[src/design/pdc_pkg.sv]
package pdc_pkg;

   // Core clock and derived cycle counts
   localparam int CORE_CLK_MHZ   = 250;
   localparam int SWITCH_TIME_NS = 40;
   localparam int SWITCH_CYCLES  = (SWITCH_TIME_NS * CORE_CLK_MHZ + 999) / 1000;
   localparam int LOCK_TIME_NS   = 200;
   localparam int LOCK_CYCLES    = (LOCK_TIME_NS * CORE_CLK_MHZ + 999) / 1000;

   // Register byte offsets
   localparam logic [3:0] OFS_CTRL     = 4'h0;
   localparam logic [3:0] OFS_MAIN_DIV = 4'h4;
   localparam logic [3:0] OFS_AUX_DIV  = 4'h8;
   localparam logic [3:0] OFS_STATUS   = 4'hc;

   // Control fields
   localparam int CTRL_SRC_LSB     = 0;
   localparam int CTRL_AUX_EN_BIT  = 2;
   localparam int CTRL_AUX_EXT_BIT = 3;

   // Divider fields
   localparam int DIV_PRE_LSB   = 0;
   localparam int DIV_FB_LSB    = 8;
   localparam int DIV_POST1_LSB = 16;
   localparam int DIV_POST2_LSB = 20;

   // Status fields
   localparam int ST_SRC_LSB    = 0;
   localparam int ST_BUSY_BIT   = 2;
   localparam int ST_MLOCK_BIT  = 3;
   localparam int ST_ARUN_BIT   = 4;
   localparam int ST_ALOCK_BIT  = 5;
   localparam int ST_REJECT_BIT = 6;

   typedef enum logic [1:0] {
      PDC_SRC_FAST_RC,
      PDC_SRC_EXT_OSC,
      PDC_SRC_FAST_RC_LOOP,
      PDC_SRC_EXT_OSC_LOOP
   } pdc_src_e;

   typedef enum logic {
      PDC_SW_IDLE,
      PDC_SW_BUSY
   } pdc_sw_e;

   typedef struct packed {
      logic [2:0] second_output_divider;
      logic [2:0] first_output_divider;
      logic [7:0] feedback_multiplier;
      logic [3:0] input_prescale_divider;
   } pdc_div_s;

   localparam pdc_div_s DIV_RESET = '{
      second_output_divider:  3'h1,
      first_output_divider:   3'h4,
      feedback_multiplier:    8'h64,
      input_prescale_divider: 4'h1
   };
   localparam pdc_src_e SRC_RESET = PDC_SRC_FAST_RC;

endpackage

[src/design/pdc_loop_unit.sv]
`timescale 1ns/1ps
`default_nettype none
module pdc_loop_unit
   import pdc_pkg::*;
(
   input  wire logic       i_core_clk,
   input  wire logic       i_srst,
   input  wire pdc_div_s   i_cfg,
   input  wire logic       i_load_ok,
   input  wire logic       i_run,
   output pdc_div_s        o_active,
   output logic [9:0]      o_den,
   output logic            o_lock
);
   pdc_div_s   act_q, act_d;
   logic [9:0] den_q, den_d;
   logic [7:0] cnt_q, cnt_d;
   logic       lock_q, lock_d;

   always_comb begin
      act_d  = act_q;
      cnt_d  = cnt_q;
      lock_d = lock_q;
      if (i_load_ok) begin
         act_d = i_cfg;                                           // [RULE_16]
      end
      // Output ratio denominator: prescale times both output dividers
      den_d = 10'(act_d.input_prescale_divider * act_d.first_output_divider
                  * act_d.second_output_divider);                 // [RULE_06] [RULE_14]
      if (!i_run) begin
         cnt_d  = 8'h0;
         lock_d = 1'b0;
      end else if (cnt_q == 8'(LOCK_CYCLES - 1)) begin
         lock_d = 1'b1;
      end else begin
         cnt_d = cnt_q + 8'h1;
      end
   end

   always_ff @(posedge i_core_clk) begin
      if (i_srst) begin
         act_q  <= DIV_RESET;
         den_q  <= 10'h4;
         cnt_q  <= 8'h0;
         lock_q <= 1'b0;
      end else begin
         act_q  <= act_d;
         den_q  <= den_d;
         cnt_q  <= cnt_d;
         lock_q <= lock_d;
      end
   end

   assign o_active = act_q;
   assign o_den    = den_q;
   assign o_lock   = lock_q;

   AST_LOOP_HOLD: assert property (@(posedge i_core_clk) disable iff (i_srst) // [RULE_16]
      !i_load_ok |=> $stable(act_q))
      else $error("divider setting changed while loop in use");
   AST_LOOP_DEN: assert property (@(posedge i_core_clk) disable iff (i_srst) // [RULE_06]
      $past(!i_srst) |-> o_den == 10'(act_q.input_prescale_divider
         * act_q.first_output_divider * act_q.second_output_divider))
      else $error("ratio denominator mismatch");
   AST_LOOP_LOCK: assert property (@(posedge i_core_clk) disable iff (i_srst) // [RULE_05]
      $rose(i_run) |-> !o_lock [*8])
      else $error("lock reported too early");
endmodule
`default_nettype wire

[src/design/pdc_top.sv]
// Contract
// [RULE_01] Fast RC or external osc feeds main loop
// [RULE_02] Main loop reference kept 8 to 64 MHz
// [RULE_03] Phase compare input 8 MHz to VCO/16
// [RULE_04] Main VCO kept 400 to 1600 MHz
// [RULE_05] Main VCO equals input times multiplier over prescale
// [RULE_06] Main output divided by two cascaded dividers
// [RULE_07] Software reconfigures only from non-loop source
// [RULE_08] No direct loop-to-loop clock switch
// [RULE_09] Auxiliary loop independent of system clock source
// [RULE_10] Auxiliary reference kept 8 to 64 MHz
// [RULE_11] Auxiliary phase compare 8 MHz to VCO/16
// [RULE_12] Auxiliary VCO kept 400 to 1600 MHz
// [RULE_13] Auxiliary VCO from own multiplier and prescale
// [RULE_14] Auxiliary output divided by two cascaded dividers
// [RULE_15] Auxiliary loop waits for peripheral clock request
// [RULE_16] Settings apply only when loop not selected
//
// The register offsets and the Avalon-MM register port were left to the implementer.
`timescale 1ns/1ps
`default_nettype none
module pdc_top
   import pdc_pkg::*;
(
   input  wire logic        i_core_clk,
   input  wire logic        i_srst,
   input  wire logic [3:0]  i_avs_address,
   input  wire logic        i_avs_read,
   input  wire logic        i_avs_write,
   input  wire logic [31:0] i_avs_writedata,
   input  wire logic [3:0]  i_avs_byteenable,
   output logic [31:0]      o_avs_readdata,
   output logic             o_avs_waitrequest,
   input  wire logic        i_periph_clk_req,
   output pdc_src_e         o_sys_src,
   output logic             o_main_ref_ext,
   output pdc_div_s         o_main_cfg,
   output logic [9:0]       o_main_den,
   output logic             o_main_lock,
   output logic             o_aux_ref_ext,
   output logic             o_aux_run,
   output pdc_div_s         o_aux_cfg,
   output logic [9:0]       o_aux_den,
   output logic             o_aux_lock
);
   function automatic logic is_loop(input pdc_src_e s);
      is_loop = (s == PDC_SRC_FAST_RC_LOOP) || (s == PDC_SRC_EXT_OSC_LOOP);
   endfunction

   function automatic logic [31:0] merge(input logic [31:0] old, input logic [31:0] nw,
                                         input logic [3:0] be);
      merge = old;
      for (int i = 0; i < 4; i++) begin
         if (be[i]) begin
            merge[i*8 +: 8] = nw[i*8 +: 8];
         end
      end
   endfunction

   // Bus and register state
   logic        wait_q, wait_d;
   logic [31:0] rdata_q, rdata_d;
   pdc_div_s    mshadow_q, mshadow_d, ashadow_q, ashadow_d;
   logic        aux_en_q, aux_en_d, aux_ext_q, aux_ext_d;
   logic        reject_q, reject_d;
   // Clock switch state
   pdc_sw_e     sw_q, sw_d;
   pdc_src_e    cur_q, cur_d, tgt_q, tgt_d;
   logic [7:0]  cnt_q, cnt_d;
   logic        ref_ext_q, ref_ext_d;
   // Auxiliary run state
   logic        req_s1_q, req_s2_q;
   logic        arun_q, arun_d;

   logic        wr_go, rd_go;
   logic [31:0] wmerge;
   pdc_src_e    wsrc;
   logic        main_load_ok, main_run;
   pdc_div_s    main_act, aux_act;
   logic [9:0]  main_den, aux_den;
   logic        main_lock, aux_lock;

   assign wr_go = i_avs_write && !wait_q;
   assign rd_go = i_avs_read && wait_q;

   always_comb begin
      wait_d    = 1'b1;
      rdata_d   = rdata_q;
      mshadow_d = mshadow_q;
      ashadow_d = ashadow_q;
      aux_en_d  = aux_en_q;
      aux_ext_d = aux_ext_q;
      reject_d  = reject_q;
      sw_d      = sw_q;
      cur_d     = cur_q;
      tgt_d     = tgt_q;
      cnt_d     = cnt_q;
      ref_ext_d = ref_ext_q;
      wmerge    = 32'h0;
      wsrc      = cur_q;
      if ((i_avs_read || i_avs_write) && wait_q) begin
         wait_d = 1'b0;
      end
      if (rd_go) begin
         case (i_avs_address)
            OFS_CTRL: begin
               rdata_d = 32'h0;
               rdata_d[CTRL_SRC_LSB +: 2]  = tgt_q;
               rdata_d[CTRL_AUX_EN_BIT]    = aux_en_q;
               rdata_d[CTRL_AUX_EXT_BIT]   = aux_ext_q;
            end
            OFS_MAIN_DIV: rdata_d = {9'h0, mshadow_q.second_output_divider, 1'b0,
                                     mshadow_q.first_output_divider,
                                     mshadow_q.feedback_multiplier, 4'h0,
                                     mshadow_q.input_prescale_divider};
            OFS_AUX_DIV:  rdata_d = {9'h0, ashadow_q.second_output_divider, 1'b0,
                                     ashadow_q.first_output_divider,
                                     ashadow_q.feedback_multiplier, 4'h0,
                                     ashadow_q.input_prescale_divider};
            OFS_STATUS: begin
               rdata_d = 32'h0;
               rdata_d[ST_SRC_LSB +: 2] = cur_q;
               rdata_d[ST_BUSY_BIT]     = (sw_q == PDC_SW_BUSY);
               rdata_d[ST_MLOCK_BIT]    = main_lock;
               rdata_d[ST_ARUN_BIT]     = arun_q;
               rdata_d[ST_ALOCK_BIT]    = aux_lock;
               rdata_d[ST_REJECT_BIT]   = reject_q;
            end
            default: rdata_d = 32'h0;
         endcase
      end
      if (wr_go) begin
         case (i_avs_address)
            OFS_MAIN_DIV: begin
               wmerge    = merge({8'h0, 1'b0, mshadow_q.second_output_divider, 1'b0,
                                  mshadow_q.first_output_divider,
                                  mshadow_q.feedback_multiplier, 4'h0,
                                  mshadow_q.input_prescale_divider},
                                 i_avs_writedata, i_avs_byteenable);
               mshadow_d = {wmerge[DIV_POST2_LSB +: 3], wmerge[DIV_POST1_LSB +: 3],
                            wmerge[DIV_FB_LSB +: 8], wmerge[DIV_PRE_LSB +: 4]};
            end
            OFS_AUX_DIV: begin
               wmerge    = merge({8'h0, 1'b0, ashadow_q.second_output_divider, 1'b0,
                                  ashadow_q.first_output_divider,
                                  ashadow_q.feedback_multiplier, 4'h0,
                                  ashadow_q.input_prescale_divider},
                                 i_avs_writedata, i_avs_byteenable);
               ashadow_d = {wmerge[DIV_POST2_LSB +: 3], wmerge[DIV_POST1_LSB +: 3],
                            wmerge[DIV_FB_LSB +: 8], wmerge[DIV_PRE_LSB +: 4]};
            end
            OFS_CTRL: begin
               if (i_avs_byteenable[0]) begin
                  aux_en_d  = i_avs_writedata[CTRL_AUX_EN_BIT];
                  aux_ext_d = i_avs_writedata[CTRL_AUX_EXT_BIT];
                  wsrc      = pdc_src_e'(i_avs_writedata[CTRL_SRC_LSB +: 2]);
               end
            end
            OFS_STATUS: begin
               if (i_avs_byteenable[0] && i_avs_writedata[ST_REJECT_BIT]) begin
                  reject_d = 1'b0;
               end
            end
            default: ;
         endcase
      end
      case (sw_q)
         PDC_SW_IDLE: begin
            if (wsrc != cur_q) begin
               if (is_loop(wsrc) && is_loop(cur_q)) begin
                  reject_d = 1'b1;                                // [RULE_08]
               end else begin
                  sw_d  = PDC_SW_BUSY;
                  tgt_d = wsrc;
                  cnt_d = 8'h0;
                  if (is_loop(wsrc)) begin
                     ref_ext_d = (wsrc == PDC_SRC_EXT_OSC_LOOP);  // [RULE_01]
                  end
               end
            end
         end
         PDC_SW_BUSY: begin
            if (cnt_q == 8'(SWITCH_CYCLES - 1)) begin
               sw_d  = PDC_SW_IDLE;
               cur_d = tgt_q;
            end else begin
               cnt_d = cnt_q + 8'h1;
            end
         end
         default: sw_d = PDC_SW_IDLE;
      endcase
      // Auxiliary loop runs on its own enable and a peripheral request only
      arun_d = aux_en_q && req_s2_q;                              // [RULE_09] [RULE_15]
   end

   // Main settings load only while no loop source is selected or being entered
   assign main_load_ok = !is_loop(cur_q) && !(sw_q == PDC_SW_BUSY && is_loop(tgt_q)); // [RULE_16]
   assign main_run     = is_loop(cur_q) || (sw_q == PDC_SW_BUSY && is_loop(tgt_q));

   always_ff @(posedge i_core_clk) begin
      if (i_srst) begin
         wait_q    <= 1'b1;
         rdata_q   <= 32'h0;
         mshadow_q <= DIV_RESET;
         ashadow_q <= DIV_RESET;
         aux_en_q  <= 1'b0;
         aux_ext_q <= 1'b0;
         reject_q  <= 1'b0;
         sw_q      <= PDC_SW_IDLE;
         cur_q     <= SRC_RESET;
         tgt_q     <= SRC_RESET;
         cnt_q     <= 8'h0;
         ref_ext_q <= 1'b0;
         req_s1_q  <= 1'b0;
         req_s2_q  <= 1'b0;
         arun_q    <= 1'b0;
      end else begin
         wait_q    <= wait_d;
         rdata_q   <= rdata_d;
         mshadow_q <= mshadow_d;
         ashadow_q <= ashadow_d;
         aux_en_q  <= aux_en_d;
         aux_ext_q <= aux_ext_d;
         reject_q  <= reject_d;
         sw_q      <= sw_d;
         cur_q     <= cur_d;
         tgt_q     <= tgt_d;
         cnt_q     <= cnt_d;
         ref_ext_q <= ref_ext_d;
         req_s1_q  <= i_periph_clk_req;
         req_s2_q  <= req_s1_q;
         arun_q    <= arun_d;
      end
   end

   pdc_loop_unit u_main_loop (
      .i_core_clk (i_core_clk),
      .i_srst     (i_srst),
      .i_cfg      (mshadow_q),
      .i_load_ok  (main_load_ok),
      .i_run      (main_run),
      .o_active   (main_act),
      .o_den      (main_den),
      .o_lock     (main_lock)
   );

   pdc_loop_unit u_aux_loop (
      .i_core_clk (i_core_clk),
      .i_srst     (i_srst),
      .i_cfg      (ashadow_q),
      .i_load_ok  (!arun_q),
      .i_run      (arun_q),
      .o_active   (aux_act),
      .o_den      (aux_den),
      .o_lock     (aux_lock)
   );

   assign o_avs_readdata    = rdata_q;
   assign o_avs_waitrequest = wait_q;
   assign o_sys_src         = cur_q;
   assign o_main_ref_ext    = ref_ext_q;
   assign o_main_cfg        = main_act;                           // [RULE_05]
   assign o_main_den        = main_den;
   assign o_main_lock       = main_lock;
   assign o_aux_ref_ext     = aux_ext_q;
   assign o_aux_run         = arun_q;
   assign o_aux_cfg         = aux_act;                            // [RULE_13]
   assign o_aux_den         = aux_den;
   assign o_aux_lock        = aux_lock;

   AST_NO_LOOP_TO_LOOP: assert property (@(posedge i_core_clk) disable iff (i_srst) // [RULE_08]
      (sw_q == PDC_SW_BUSY) |-> !(is_loop(cur_q) && is_loop(tgt_q)))
      else $error("direct loop to loop switch");
   AST_AUX_STOP: assert property (@(posedge i_core_clk) disable iff (i_srst) // [RULE_15]
      !(aux_en_q && req_s2_q) |=> !o_aux_run)
      else $error("auxiliary loop ran without request");
   AST_AUX_INDEP: assert property (@(posedge i_core_clk) disable iff (i_srst) // [RULE_09]
      (aux_en_q && req_s2_q) |=> o_aux_run)
      else $error("auxiliary loop blocked");
   AST_REF_SEL: assert property (@(posedge i_core_clk) disable iff (i_srst) // [RULE_01]
      (sw_q == PDC_SW_IDLE && is_loop(cur_q))
      |-> o_main_ref_ext == (cur_q == PDC_SRC_EXT_OSC_LOOP))
      else $error("main loop reference mismatch");
   AST_MAIN_RATIO: assert property (@(posedge i_core_clk) disable iff (i_srst) // [RULE_05]
      (is_loop(cur_q) && $stable(cur_q)) |-> $stable(o_main_cfg))
      else $error("main multiplier changed in loop mode");
   AST_AUX_HOLD: assert property (@(posedge i_core_clk) disable iff (i_srst) // [RULE_14]
      (o_aux_run && $past(o_aux_run)) |-> $stable(o_aux_cfg))
      else $error("auxiliary divider changed while running");
   AST_SWITCH_LEN: assert property (@(posedge i_core_clk) disable iff (i_srst) // [RULE_16]
      $rose(sw_q == PDC_SW_BUSY) |-> (sw_q == PDC_SW_BUSY) [*5] ##1
      (sw_q == PDC_SW_BUSY) [*5] ##1 (sw_q == PDC_SW_IDLE))
      else $error("clock switch length wrong");
   AST_WAIT_PULSE: assert property (@(posedge i_core_clk) disable iff (i_srst)
      !o_avs_waitrequest |=> o_avs_waitrequest)
      else $error("waitrequest low longer than one cycle");

   COV_SWITCH_LOOP: cover property (@(posedge i_core_clk) disable iff (i_srst)
      $rose(is_loop(cur_q)));
   COV_REJECT: cover property (@(posedge i_core_clk) disable iff (i_srst) $rose(reject_q));
   COV_AUX_LOCK: cover property (@(posedge i_core_clk) disable iff (i_srst) $rose(aux_lock));
endmodule
`default_nettype wire

[config.mk]
export PLATFORM = sky130hd
export DESIGN_NAME = pdc_top
export DESIGN_NICKNAME = d
export VERILOG_FILES = /design/src/design/pdc_pkg.sv /design/src/design/pdc_loop_unit.sv /design/src/design/pdc_top.sv
export SDC_FILE = /design/constraint.sdc
export NUM_CORES = 1
export LEC_CHECK = 0
export ABC_AREA = 0
export ABC_CLOCK_PERIOD_IN_PS = 8810
export BUFFER_PORTS_ARGS = -buffer_cell sky130_fd_sc_hd__buf_2
export CAP_MARGIN = 15
export CORE_MARGIN = 4
export CORE_UTILIZATION = 45
export DETAILED_ROUTE_END_ITERATION = 6
export PLACE_DENSITY = 0.67
export SYNTH_ARGS = -nofsm -noshare
export SYNTH_HDL_FRONTEND = slang
export SYNTH_SLANG_ARGS = --single-unit
export TNS_END_PERCENT = 30
[constraint.sdc]
create_clock -name i_core_clk -period 8.81 [get_ports i_core_clk]
set_input_delay 0.4405 -clock i_core_clk [delete_from_list [all_inputs] [get_ports i_core_clk]]
set_output_delay 0.4405 -clock i_core_clk [all_outputs]
set_load 0.02 [all_outputs]
==> results of run 1 <==
==> metrics by stage <==
step | worst slack (ns) | instance area [sq um]
6_report | 3.61 | 8850
2_1_floorplan | 3.94 | 7680
3_5_place_dp | 3.63 | 8270
5_1_grt | 3.29 | 8850
3_3_place_gp | 3.62 | 8270
4_1_cts | 3.62 | 8850
==> area by class of cell <==
type / instances / area, sq um / share of cell area, %
Multi-Input combinational cell: 603 / 4200 / 47.4
Clock inverter: 8 / 123 / 1.38
Tap cell: 220 / 275 / 3.11
Clock buffer: 20 / 467 / 5.27
Inverter: 38 / 143 / 1.61
Timing Repair Buffer: 119 / 608 / 6.87
Sequential cell: 152 / 3040 / 34.4
==> registers in the layout, summed over array words and instances (netlist names), 10 cells and up <==
name                  flops
o_avs_readdata           21
ashadow_q                18
mshadow_q                18
u_aux_loop.o_active      18
u_main_loop.o_active     18
u_aux_loop.o_den         10
u_main_loop.o_den        10
==> worst paths after layout <==
path                             from                        to  depth (start not counted)
max                              sw_q      u_main_loop.o_den[8]                         15
min                        i_avs_read         o_avs_waitrequest                          2
max reg2reg                      sw_q      u_main_loop.o_den[8]                         15
min reg2reg  u_main_loop.o_active[11]  u_main_loop.o_active[11]                          2
==> placed cells by master, fill, tap and decap left out, types with 24 or more instances in the layout <==
cell type	netlist	routed
dfxtp_1	152	151
nand2_1	91	91
ha_1	36	36
nand3_1	29	29
nor2_1	100	100
a21oi_1	25	24
buf_2	5	114
inv_1	37	37
mux2i_1	54	54
o21ai_0	24	24
==> power groups by stage <==
stage                     clock, mW  combinational (mW)  sequential [mW]
after floorplan                   0              0.0387            0.719
after global placement            0              0.0645            0.713
after detailed placement          0              0.0649            0.713
after CTS                     0.748              0.0651            0.698
after global routing          0.778              0.0712            0.698
final                         0.733              0.0648            0.698
==> cell families (layout without fill, tap and decap cells) <==
| kind of cell | Yosys count | after routing | synth area share (%) |
|---|---|---|---|
| multiplexers | 60 | 60 | 8.55 |
| other | 1 | 11 | 0.0491 |
| AND/OR/NAND/NOR | 321 | 321 | 20.4 |
| buffers and inverters | 92 | 185 | 5.78 |
| adder cells (fa/ha/maj) | 54 | 54 | 10.6 |
| XOR/XNOR | 20 | 20 | 2.29 |
| flip-flops | 152 | 152 | 39.8 |
| AO/OA/AOI/OAI | 137 | 137 | 12.4 |
==> worst max-delay path: stages (launching register included) <==
cell and delay [ns]:
dfxtp_1 0.62, a21o_1 0.86, a31oi_1 0.24, fa_1 0.57, inv_1 0.04, ha_1 0.21, fa_1 0.40, xor2_1 0.25
nand2_1 0.10, fa_1 0.48, inv_1 0.04, ha_1 0.32, nor2b_1 0.17, o31a_1 0.27, or4_1 0.47, nand3_1 0.09
==> per-layer routing <==
layer  share of wire (%)  global-route usage, %  vias up
met5                0.19                      0        -
met4                 1.3                   5.56        6
met3                 7.5                   7.53       23
met2                  44                   29.3      153
met1                  47                   24.3     2840
li1                    -                      -     3091
==> results.sh, run 1 <==
export IMPL_synth_area_per_cell_sq_um=9.13
export IMPL_peakVddDrop_uv=144
export IMPL_hold_violations=0
export IMPL_fp_dieH_um=138
export IMPL_total_leakage_power_nw=3.90
export IMPL_syn_inst=837
export IMPL_syn_area_sq_um=7640
export IMPL_numCtsBuffers=17
export IMPL_grt_pass1_wl_um=29800
export IMPL_antenna_found_initial=3
export IMPL_finalNetCount=1030
export IMPL_final_period_utilization_pct=59.0
export IMPL_start_util_pct=46.1
export IMPL_cp_max_fo=30
export IMPL_clock_latency_ns=0.42
export IMPL_fin_skew_ns=0.00963
export IMPL_synth_edf_count=0
export IMPL_crit_type="flip-flop to flip-flop"
export IMPL_nFillCells=1578
export IMPL_cts_tree="built"
export IMPL_grt_max_degree=77
export IMPL_final_cells=1160
export IMPL_hpwl_um=13000
export IMPL_yosysUniqueCellTypes=67
export IMPL_cts_path_max_buffers=2
export IMPL_crit_required_ns=9.17
export IMPL_ctsRootBufferMaster="clkbuf_16"
export IMPL_gp_congestion=0.870
export IMPL_ios=141
export IMPL_ys_seq_area_share_pct=39.8
export IMPL_clkSlewWorstSetupHoldPaths_ns=0.06
export IMPL_drt_iter0_drc=396
export IMPL_numClockSinks=152
export IMPL_power_switching_uw=321
export IMPL_drc_errors=0
export IMPL_routed_wl_um=18100
export IMPL_grt_total_usage_pct=18.8
export IMPL_hold_path_class="input pin to flip-flop"
export IMPL_final_layout_size_suffix_gt1_share_pct=18.1
export IMPL_power_density_nw_per_um2=169
export IMPL_synth_top_area_share_pct=39.8
export IMPL_routedWlPerCell_um=15.6
export IMPL_async_flop_share_pct=0
export IMPL_timing_hold_ws_ns=0.249
export IMPL_p_int_mw=1.17
export IMPL_relSlewSlack_pct=32.6
export IMPL_ys_warn_count=0
export IMPL_syn_to_final_growth_pct=15.9
export IMPL_pwr_share_seq_pct=46.7
export IMPL_worst_r2r_setup_slack_ns=3.61
export IMPL_ys_flop_type="dfxtp_1"
export IMPL_numPlacedInstances=1132
export IMPL_num_rows=47
export IMPL_pwr_share_clk_pct=49.0
export IMPL_yosys_area_top_type="dfxtp_1"
export IMPL_first_global_vias=5866
export IMPL_cp_end_kind="flip-flop"
export IMPL_htreeDepth=4
export IMPL_synth_most_common_cell="dfxtp_1"
export IMPL_rsz0062_at_grt="false"
export IMPL_status="completed"
export IMPL_setup_tns_final_ns=0
export IMPL_tightest_slew_ns=1.01
export IMPL_dieArea_sq_um=19100
export IMPL_coreArea_sq_um=16600
export IMPL_critPathArrivalTime_ns=5.56
export IMPL_first_pass_iters=5
export IMPL_synthTopCellsByArea="dfxtp_1 (40%), mux2i_1 (7.1%), ha_1 (5.9%)"
export IMPL_setup_viol_count_final=0
export IMPL_via_per_inst=5.27
export IMPL_comb_power_share_pct=4.3
export IMPL_synth_common_cells="dfxtp_1 (152), nor2_1 (100), nand2_1 (91)"
export IMPL_diodes=0
export IMPL_drv_slew=0
export IMPL_num_vias=6113
export IMPL_cts_resized_gates=0
export IMPL_maxCapViolCount=0
export IMPL_period_needed_ns=5.20
export IMPL_grt_ovfl_total=0
export IMPL_cts_hold_buffers_added=0
export IMPL_total_power_mw=1.50
export IMPL_antenna_left=0
export IMPL_synth_seq_cells=152
export IMPL_startpoint_type="flip-flop"
export IMPL_swShare_pct=21.5
export IMPL_port_buffers=115
export IMPL_final_util_pct=53.4
export IMPL_cts_setup_buffers=0
export IMPL_fmax_ghz=0.192
export IMPL_chipWidth_um=138
Power figures use the tool's default switching activity.
==> inputs of run 2 (changes only) <==
Settings changed: ABC_CLOCK_PERIOD_IN_PS 8810 to 4550, PLACE_DENSITY 0.67 to 0.69.
Clock period 8.81 ns to 4.55 ns, I/O delays scaled along.
==> results.sh, run 2 (synthesized netlist as in run 1, its figures left out) <==
export IMPL_total_leakage_power_nw=3.99
export IMPL_dpl_cell_area_sq_um=8400
export IMPL_fmax_ghz=0.233
export IMPL_first_global_vias=6013
export IMPL_design_area_sq_um=9070
export IMPL_syn_to_final_growth_pct=18.8
export IMPL_timing_hold_ws_ns=0.0183
export IMPL_crit_type="flip-flop to flip-flop"
export IMPL_via_per_inst=5.33
export IMPL_finalNetCount=1051
export IMPL_power_density_nw_per_um2=316
export IMPL_grt_ovfl_total=0
export IMPL_ctsRootBufferMaster="clkbuf_16"
export IMPL_reg2reg_to="u_aux_loop.o_den[8]"
export IMPL_hold_violations=0
export IMPL_cts_hold_buffers_added=0
export IMPL_clkSlewWorstSetupHoldPaths_ns=0.07
export IMPL_coreArea_sq_um=16600
export IMPL_grt_total_usage_pct=19.4
export IMPL_final_layout_size_suffix_gt1_share_pct=21.5
export IMPL_port_buffers=115
export IMPL_nFillCells=1547
export IMPL_cp_end_kind="flip-flop"
export IMPL_whs_path_depth=2
export IMPL_multi_input_area_sq_um=4270
export IMPL_status="completed"
export IMPL_cts_tree="built"
export IMPL_numPlacedInstances=1150
export IMPL_maxCapViolCount=0
export IMPL_routedWlPerCell_um=16.1
export IMPL_ios=141
export IMPL_final_cells=1186
export IMPL_setup_viol_count_final=0
export IMPL_period_needed_ns=4.30
export IMPL_antenna_left=0
export IMPL_final_common_cell="dfxtp_1"
export IMPL_cts_path_max_buffers=2
export IMPL_gp_congestion=0.869
export IMPL_routed_wl_um=19100
export IMPL_first_pass_iters=5
export IMPL_dp_slack_ns=0.137
export IMPL_tightest_slew_ns=1.03
export IMPL_num_rows=47
export IMPL_relSlewSlack_pct=31.5
export IMPL_final_cell_mix="dfxtp_1 (148), buf_2 (114), nor2_1 (100)"
export IMPL_rr_startpoint="o_aux_run"
export IMPL_fin_ws_ns=0.250
export IMPL_regArea_sq_um=3050
export IMPL_min_from="i_avs_read"
export IMPL_htreeDepth=4
export IMPL_largest_reg_flops=21
export IMPL_hold_path_class="input pin to flip-flop"
export IMPL_fp_dieH_um=138
export IMPL_dieArea_sq_um=19100
export IMPL_startpoint_type="flip-flop"
export IMPL_rr_worst_depth=13
export IMPL_grt_pass1_wl_um=30600
export IMPL_grt_max_degree=97
export IMPL_drt_iter0_drc=377
export IMPL_num_vias=6323
export IMPL_min_to="o_avs_waitrequest"
export IMPL_hpwl_um=13600
export IMPL_drv_slew=0
export IMPL_numClockSinks=152
export IMPL_antenna_found_initial=0
export IMPL_fin_skew_ns=0.0110
export IMPL_crit_required_ns=4.92
export IMPL_cp_max_fo=20
export IMPL_start_util_pct=46.1
export IMPL_critPathArrivalTime_ns=4.67
export IMPL_final_util_pct=54.7
export IMPL_final_period_utilization_pct=94.5
export IMPL_chipWidth_um=138
export IMPL_numCtsBuffers=17
export IMPL_worst_r2r_setup_slack_ns=0.25
export IMPL_peakVddDrop_uv=319
export IMPL_drc_errors=0
export IMPL_clock_latency_ns=0.43
==> run 2: cell types whose count changed in the layout (fill, tap and decap cells not counted), moves of 3 or more <==
cell	change
buf_4	+20
bufinv_16	-3
clkbuf_8	-3
clkinv_2	-3
clkinvlp_4	+3
dfxtp_1	-3
dfxtp_2	+3
inv_8	+7
==> run 2: worst max path at each step <==
stage | cells past startpoint | to | slack, ns | startpoint
after floorplan | 15 | u_aux_loop.o_den[8] | -0.01 | o_aux_run
after global placement | 16 | u_main_loop.o_den[8] | 0.13 | sw_q
after detailed placement | 16 | u_main_loop.o_den[8] | 0.14 | sw_q
after CTS | 16 | u_main_loop.o_den[8] | 0.10 | sw_q
after global routing | 13 | u_aux_loop.o_den[8] | -0.02 | o_aux_run
final | 13 | u_aux_loop.o_den[8] | 0.25 | o_aux_run
==> run 2: stage by stage <==
| stage | setup TNS (ns) | power (mW) |
|---|---|---|
| finish | 0 | 2.86 |
| global route | -0.0243 | 2.96 |
| CTS | 0 | 2.89 |
| detailed placement | 0 | 1.51 |
| global placement | 0 | 1.51 |
| floorplan | -0.0134 | 1.47 |
==> run 2: cell type report <==
| class | count | area share, % |
|---|---|---|
| multi-input combinational | 604 | 47.0 |
| tap | 220 | 3.03 |
| timing repair buffer | 139 | 8.36 |
| sequential | 152 | 33.6 |
| clock inverter | 15 | 1.68 |
| clock buffer | 17 | 4.69 |
| antenna | 1 | 0.0276 |
| inverter | 38 | 1.57 |
==> run 2: what timing repair did <==
item / 4_1_cts / 5_1_grt
resized for setup: 0 / 14
setup endpoints to repair: 0 / 4
setup buffers: 0 / 2
==> run 2: per-layer routing <==
layer | part of all wire [%] | up-vias | track usage (%) | wire [um]
met5 | 0 | - | 0 | 0
met3 | 6.9 | 34 | 6.53 | 1320
met2 | 46 | 180 | 30.4 | 8690
met4 | 2.3 | 0 | 6.66 | 442
met1 | 45 | 2971 | 25.1 | 8610
li1 | - | 3138 | - | -
==> run 2: worst max-delay path, cell delays in order, from the launching register on <==
cell and delay (ns):
dfxtp_2 0.57, a32oi_1 0.20, fa_1 0.56, inv_1 0.04, ha_1 0.22, fa_1 0.44
xor2_2 0.22, nor2b_1 0.20, fa_1 0.44, ha_1 0.35, nor2b_1 0.17, o31a_1 0.28
or4_1 0.47, nand3_1 0.09
==> run 2: report_power, final <==
group,internal [mW],leakage (nW),switching (mW)
Combinational,0.0381,2.49,0.0888
Clock,0.733,0.277,0.652
Sequential,1.34,1.23,0.00828
Total,2.11,3.99,0.749
==> inputs of run 3 (changes only) <==
Settings changed: PLACE_DENSITY 0.69 to not set, PLACE_DENSITY_LB_ADDON set to 0.12.
==> results.sh, run 3 (synthesized netlist as in run 1, its figures left out) <==
export IMPL_status="completed"
export IMPL_via_per_inst=5.29
export IMPL_critPathArrivalTime_ns=4.63
export IMPL_port_buffers=115
export IMPL_routed_wl_um=19100
export IMPL_setup_tns_final_ns=0
export IMPL_fin_skew_ns=0.00824
export IMPL_p_int_mw=2.37
export IMPL_first_global_vias=6101
export IMPL_total_leakage_power_nw=4.01
export IMPL_ios=141
export IMPL_ctsRootBufferMaster="clkbuf_16"
export IMPL_cts_path_max_buffers=2
export IMPL_maxCapViolCount=0
export IMPL_peakVddDrop_uv=261
export IMPL_timing_hold_ws_ns=0.0197
export IMPL_swShare_pct=21.8
export IMPL_crit_type="flip-flop to flip-flop"
export IMPL_cp_top_family="adder cells"
export IMPL_numCtsBuffers=17
export IMPL_clock_latency_ns=0.42
export IMPL_worstPathCellList="a21oi_2 > buf_12 > and3_1 > a31oi_1 > fa_1 > inv_1 > ha_1 > fa_1 > xor2_2 > nand2_1 > fa_1 > inv_1 > ha_1 > nor2b_1 > o31a_1 > or4_1 > nand3_1"
export IMPL_num_rows=47
export IMPL_routedWlPerCell_um=16.1
export IMPL_period_needed_ns=4.27
export IMPL_hold_path_class="input pin to flip-flop"
export IMPL_numClockSinks=152
export IMPL_clkSlewWorstSetupHoldPaths_ns=0.06
export IMPL_final_cell_mix="dfxtp_1 (148), buf_2 (114), nor2_1 (100)"
export IMPL_final_common_cell="dfxtp_1"
export IMPL_tightest_slew_ns=0.896
export IMPL_final_period_utilization_pct=93.8
export IMPL_start_util_pct=46.1
export IMPL_grt_total_usage_pct=20.1
export IMPL_hpwl_um=13800
export IMPL_cts_hold_buffers_added=0
export IMPL_startpoint_type="flip-flop"
export IMPL_comb_power_share_pct=4.2
export IMPL_cp_common_cell="fa_1"
export IMPL_rsz0062_at_grt="false"
export IMPL_syn_to_final_growth_pct=19.1
export IMPL_finalNetCount=1049
export IMPL_final_util_pct=54.8
export IMPL_final_cells=1184
export IMPL_first_pass_iters=5
export IMPL_fmax_ghz=0.234
export IMPL_power_switching_uw=660
export IMPL_grt_max_degree=55
export IMPL_htreeDepth=4
export IMPL_gp_congestion=0.835
export IMPL_crit_required_ns=4.91
export IMPL_coreArea_sq_um=16600
export IMPL_antenna_left=0
export IMPL_final_layout_size_suffix_gt1_share_pct=20.5
export IMPL_cp_buffers_inverters=3
export IMPL_pwr_share_clk_pct=51.2
export IMPL_grt_pass1_wl_um=31900
export IMPL_cpPeakStageDelay_ns=0.54
export IMPL_drc_errors=0
export IMPL_slowest_stage="fa_1"
export IMPL_antenna_found_initial=6
export IMPL_grt_ovfl_total=0
export IMPL_pwr_share_seq_pct=44.6
export IMPL_chipWidth_um=138
export IMPL_cts_tree="built"
export IMPL_setup_viol_count_final=0
export IMPL_num_vias=6269
export IMPL_hold_violations=0
export IMPL_cp_end_kind="flip-flop"
export IMPL_cp_max_fo=18
export IMPL_dieArea_sq_um=19100
export IMPL_fp_dieH_um=138
export IMPL_largest_reg_flops=21
export IMPL_numPlacedInstances=1151
export IMPL_relSlewSlack_pct=40.1
export IMPL_drt_iter0_drc=282
export IMPL_power_density_nw_per_um2=333
export IMPL_drv_slew=0
## run 3: cell count changes in the layout (fill, tap and decap cells not counted), moves of 2 or more
| cell | change |
|---|---|
| inv_8 | -7 |
| a31oi_2 | -2 |
| buf_4 | -2 |
| a31oi_1 | +2 |
| bufinv_16 | +5 |
| clkbuf_1 | +3 |
| inv_6 | -2 |
## run 3: path summary, 6_finish.rpt
path | slack, ns | cells past startpoint | endpoint | from
worst max-delay path | 0.28 | 17 | u_main_loop.o_den[8] | sw_q
worst min-delay path | 0.02 | 2 | req_s1_q | i_periph_clk_req
worst max register to register | 0.28 | 17 | u_main_loop.o_den[8] | sw_q
worst min register to register | 0.45 | 1 | req_s2_q | req_s1_q
## run 3: layout make-up
| type | instances | area (sq um) |
|---|---|---|
| fill | 1575 | 7490 |
| multi-input combinational | 603 | 4220 |
| sequential | 152 | 3050 |
| timing repair buffer | 138 | 763 |
| clock buffer | 21 | 450 |
| tap | 220 | 275 |
| clock inverter | 11 | 195 |
| inverter | 38 | 143 |
| antenna | 1 | 2.50 |
## run 3: routing by layer
layer  wire (um)  up-vias  track usage, %
li1            -     3132               -
met1        8850     2948            26.2
met2        8630      141            32.1
met3        1160       38            5.97
met4         399       10            6.81
met5          56        -               0
## run 3: timing repair
action                                 in CTS  in global routing
setup endpoints to repair                   0                  4
gates resized for setup                     0                  7
endpoints found under the hold margin       0                  0
buffers inserted                            0                  0
## run 3: per-stage QoR
step	worst slack, ns	instance area [sq um]	total power [mW]
2_1_floorplan	-0.0134	7680	1.47
3_3_place_gp	0.153	8420	1.51
3_5_place_dp	0.134	8420	1.51
4_1_cts	0.110	9070	3.05
5_1_grt	0.0213	9090	3.12
6_report	0.281	9090	3.03
## run 3: power by group through the flow
stage	Sequential, mW	Clock (mW)	Combinational [mW]
after global routing	1.35	1.63	0.140
after global placement	1.38	0	0.128
after floorplan	1.39	0	0.0749
final	1.35	1.55	0.128
after CTS	1.35	1.57	0.129
after detailed placement	1.38	0	0.129
## run 3: worst register-to-register path: cells and delay by family (launching register included)
| family | cells | cell delay (ns) |
|---|---|---|
| adder cells (fa/ha/maj) | 5 | 1.96 |
| AO/OA/AOI/OAI | 3 | 0.50 |
| AND/OR/NAND/NOR | 5 | 0.96 |
| buffers and inverters | 3 | 0.26 |
| XOR/XNOR | 1 | 0.19 |
| flip-flops | 1 | 0.35 |
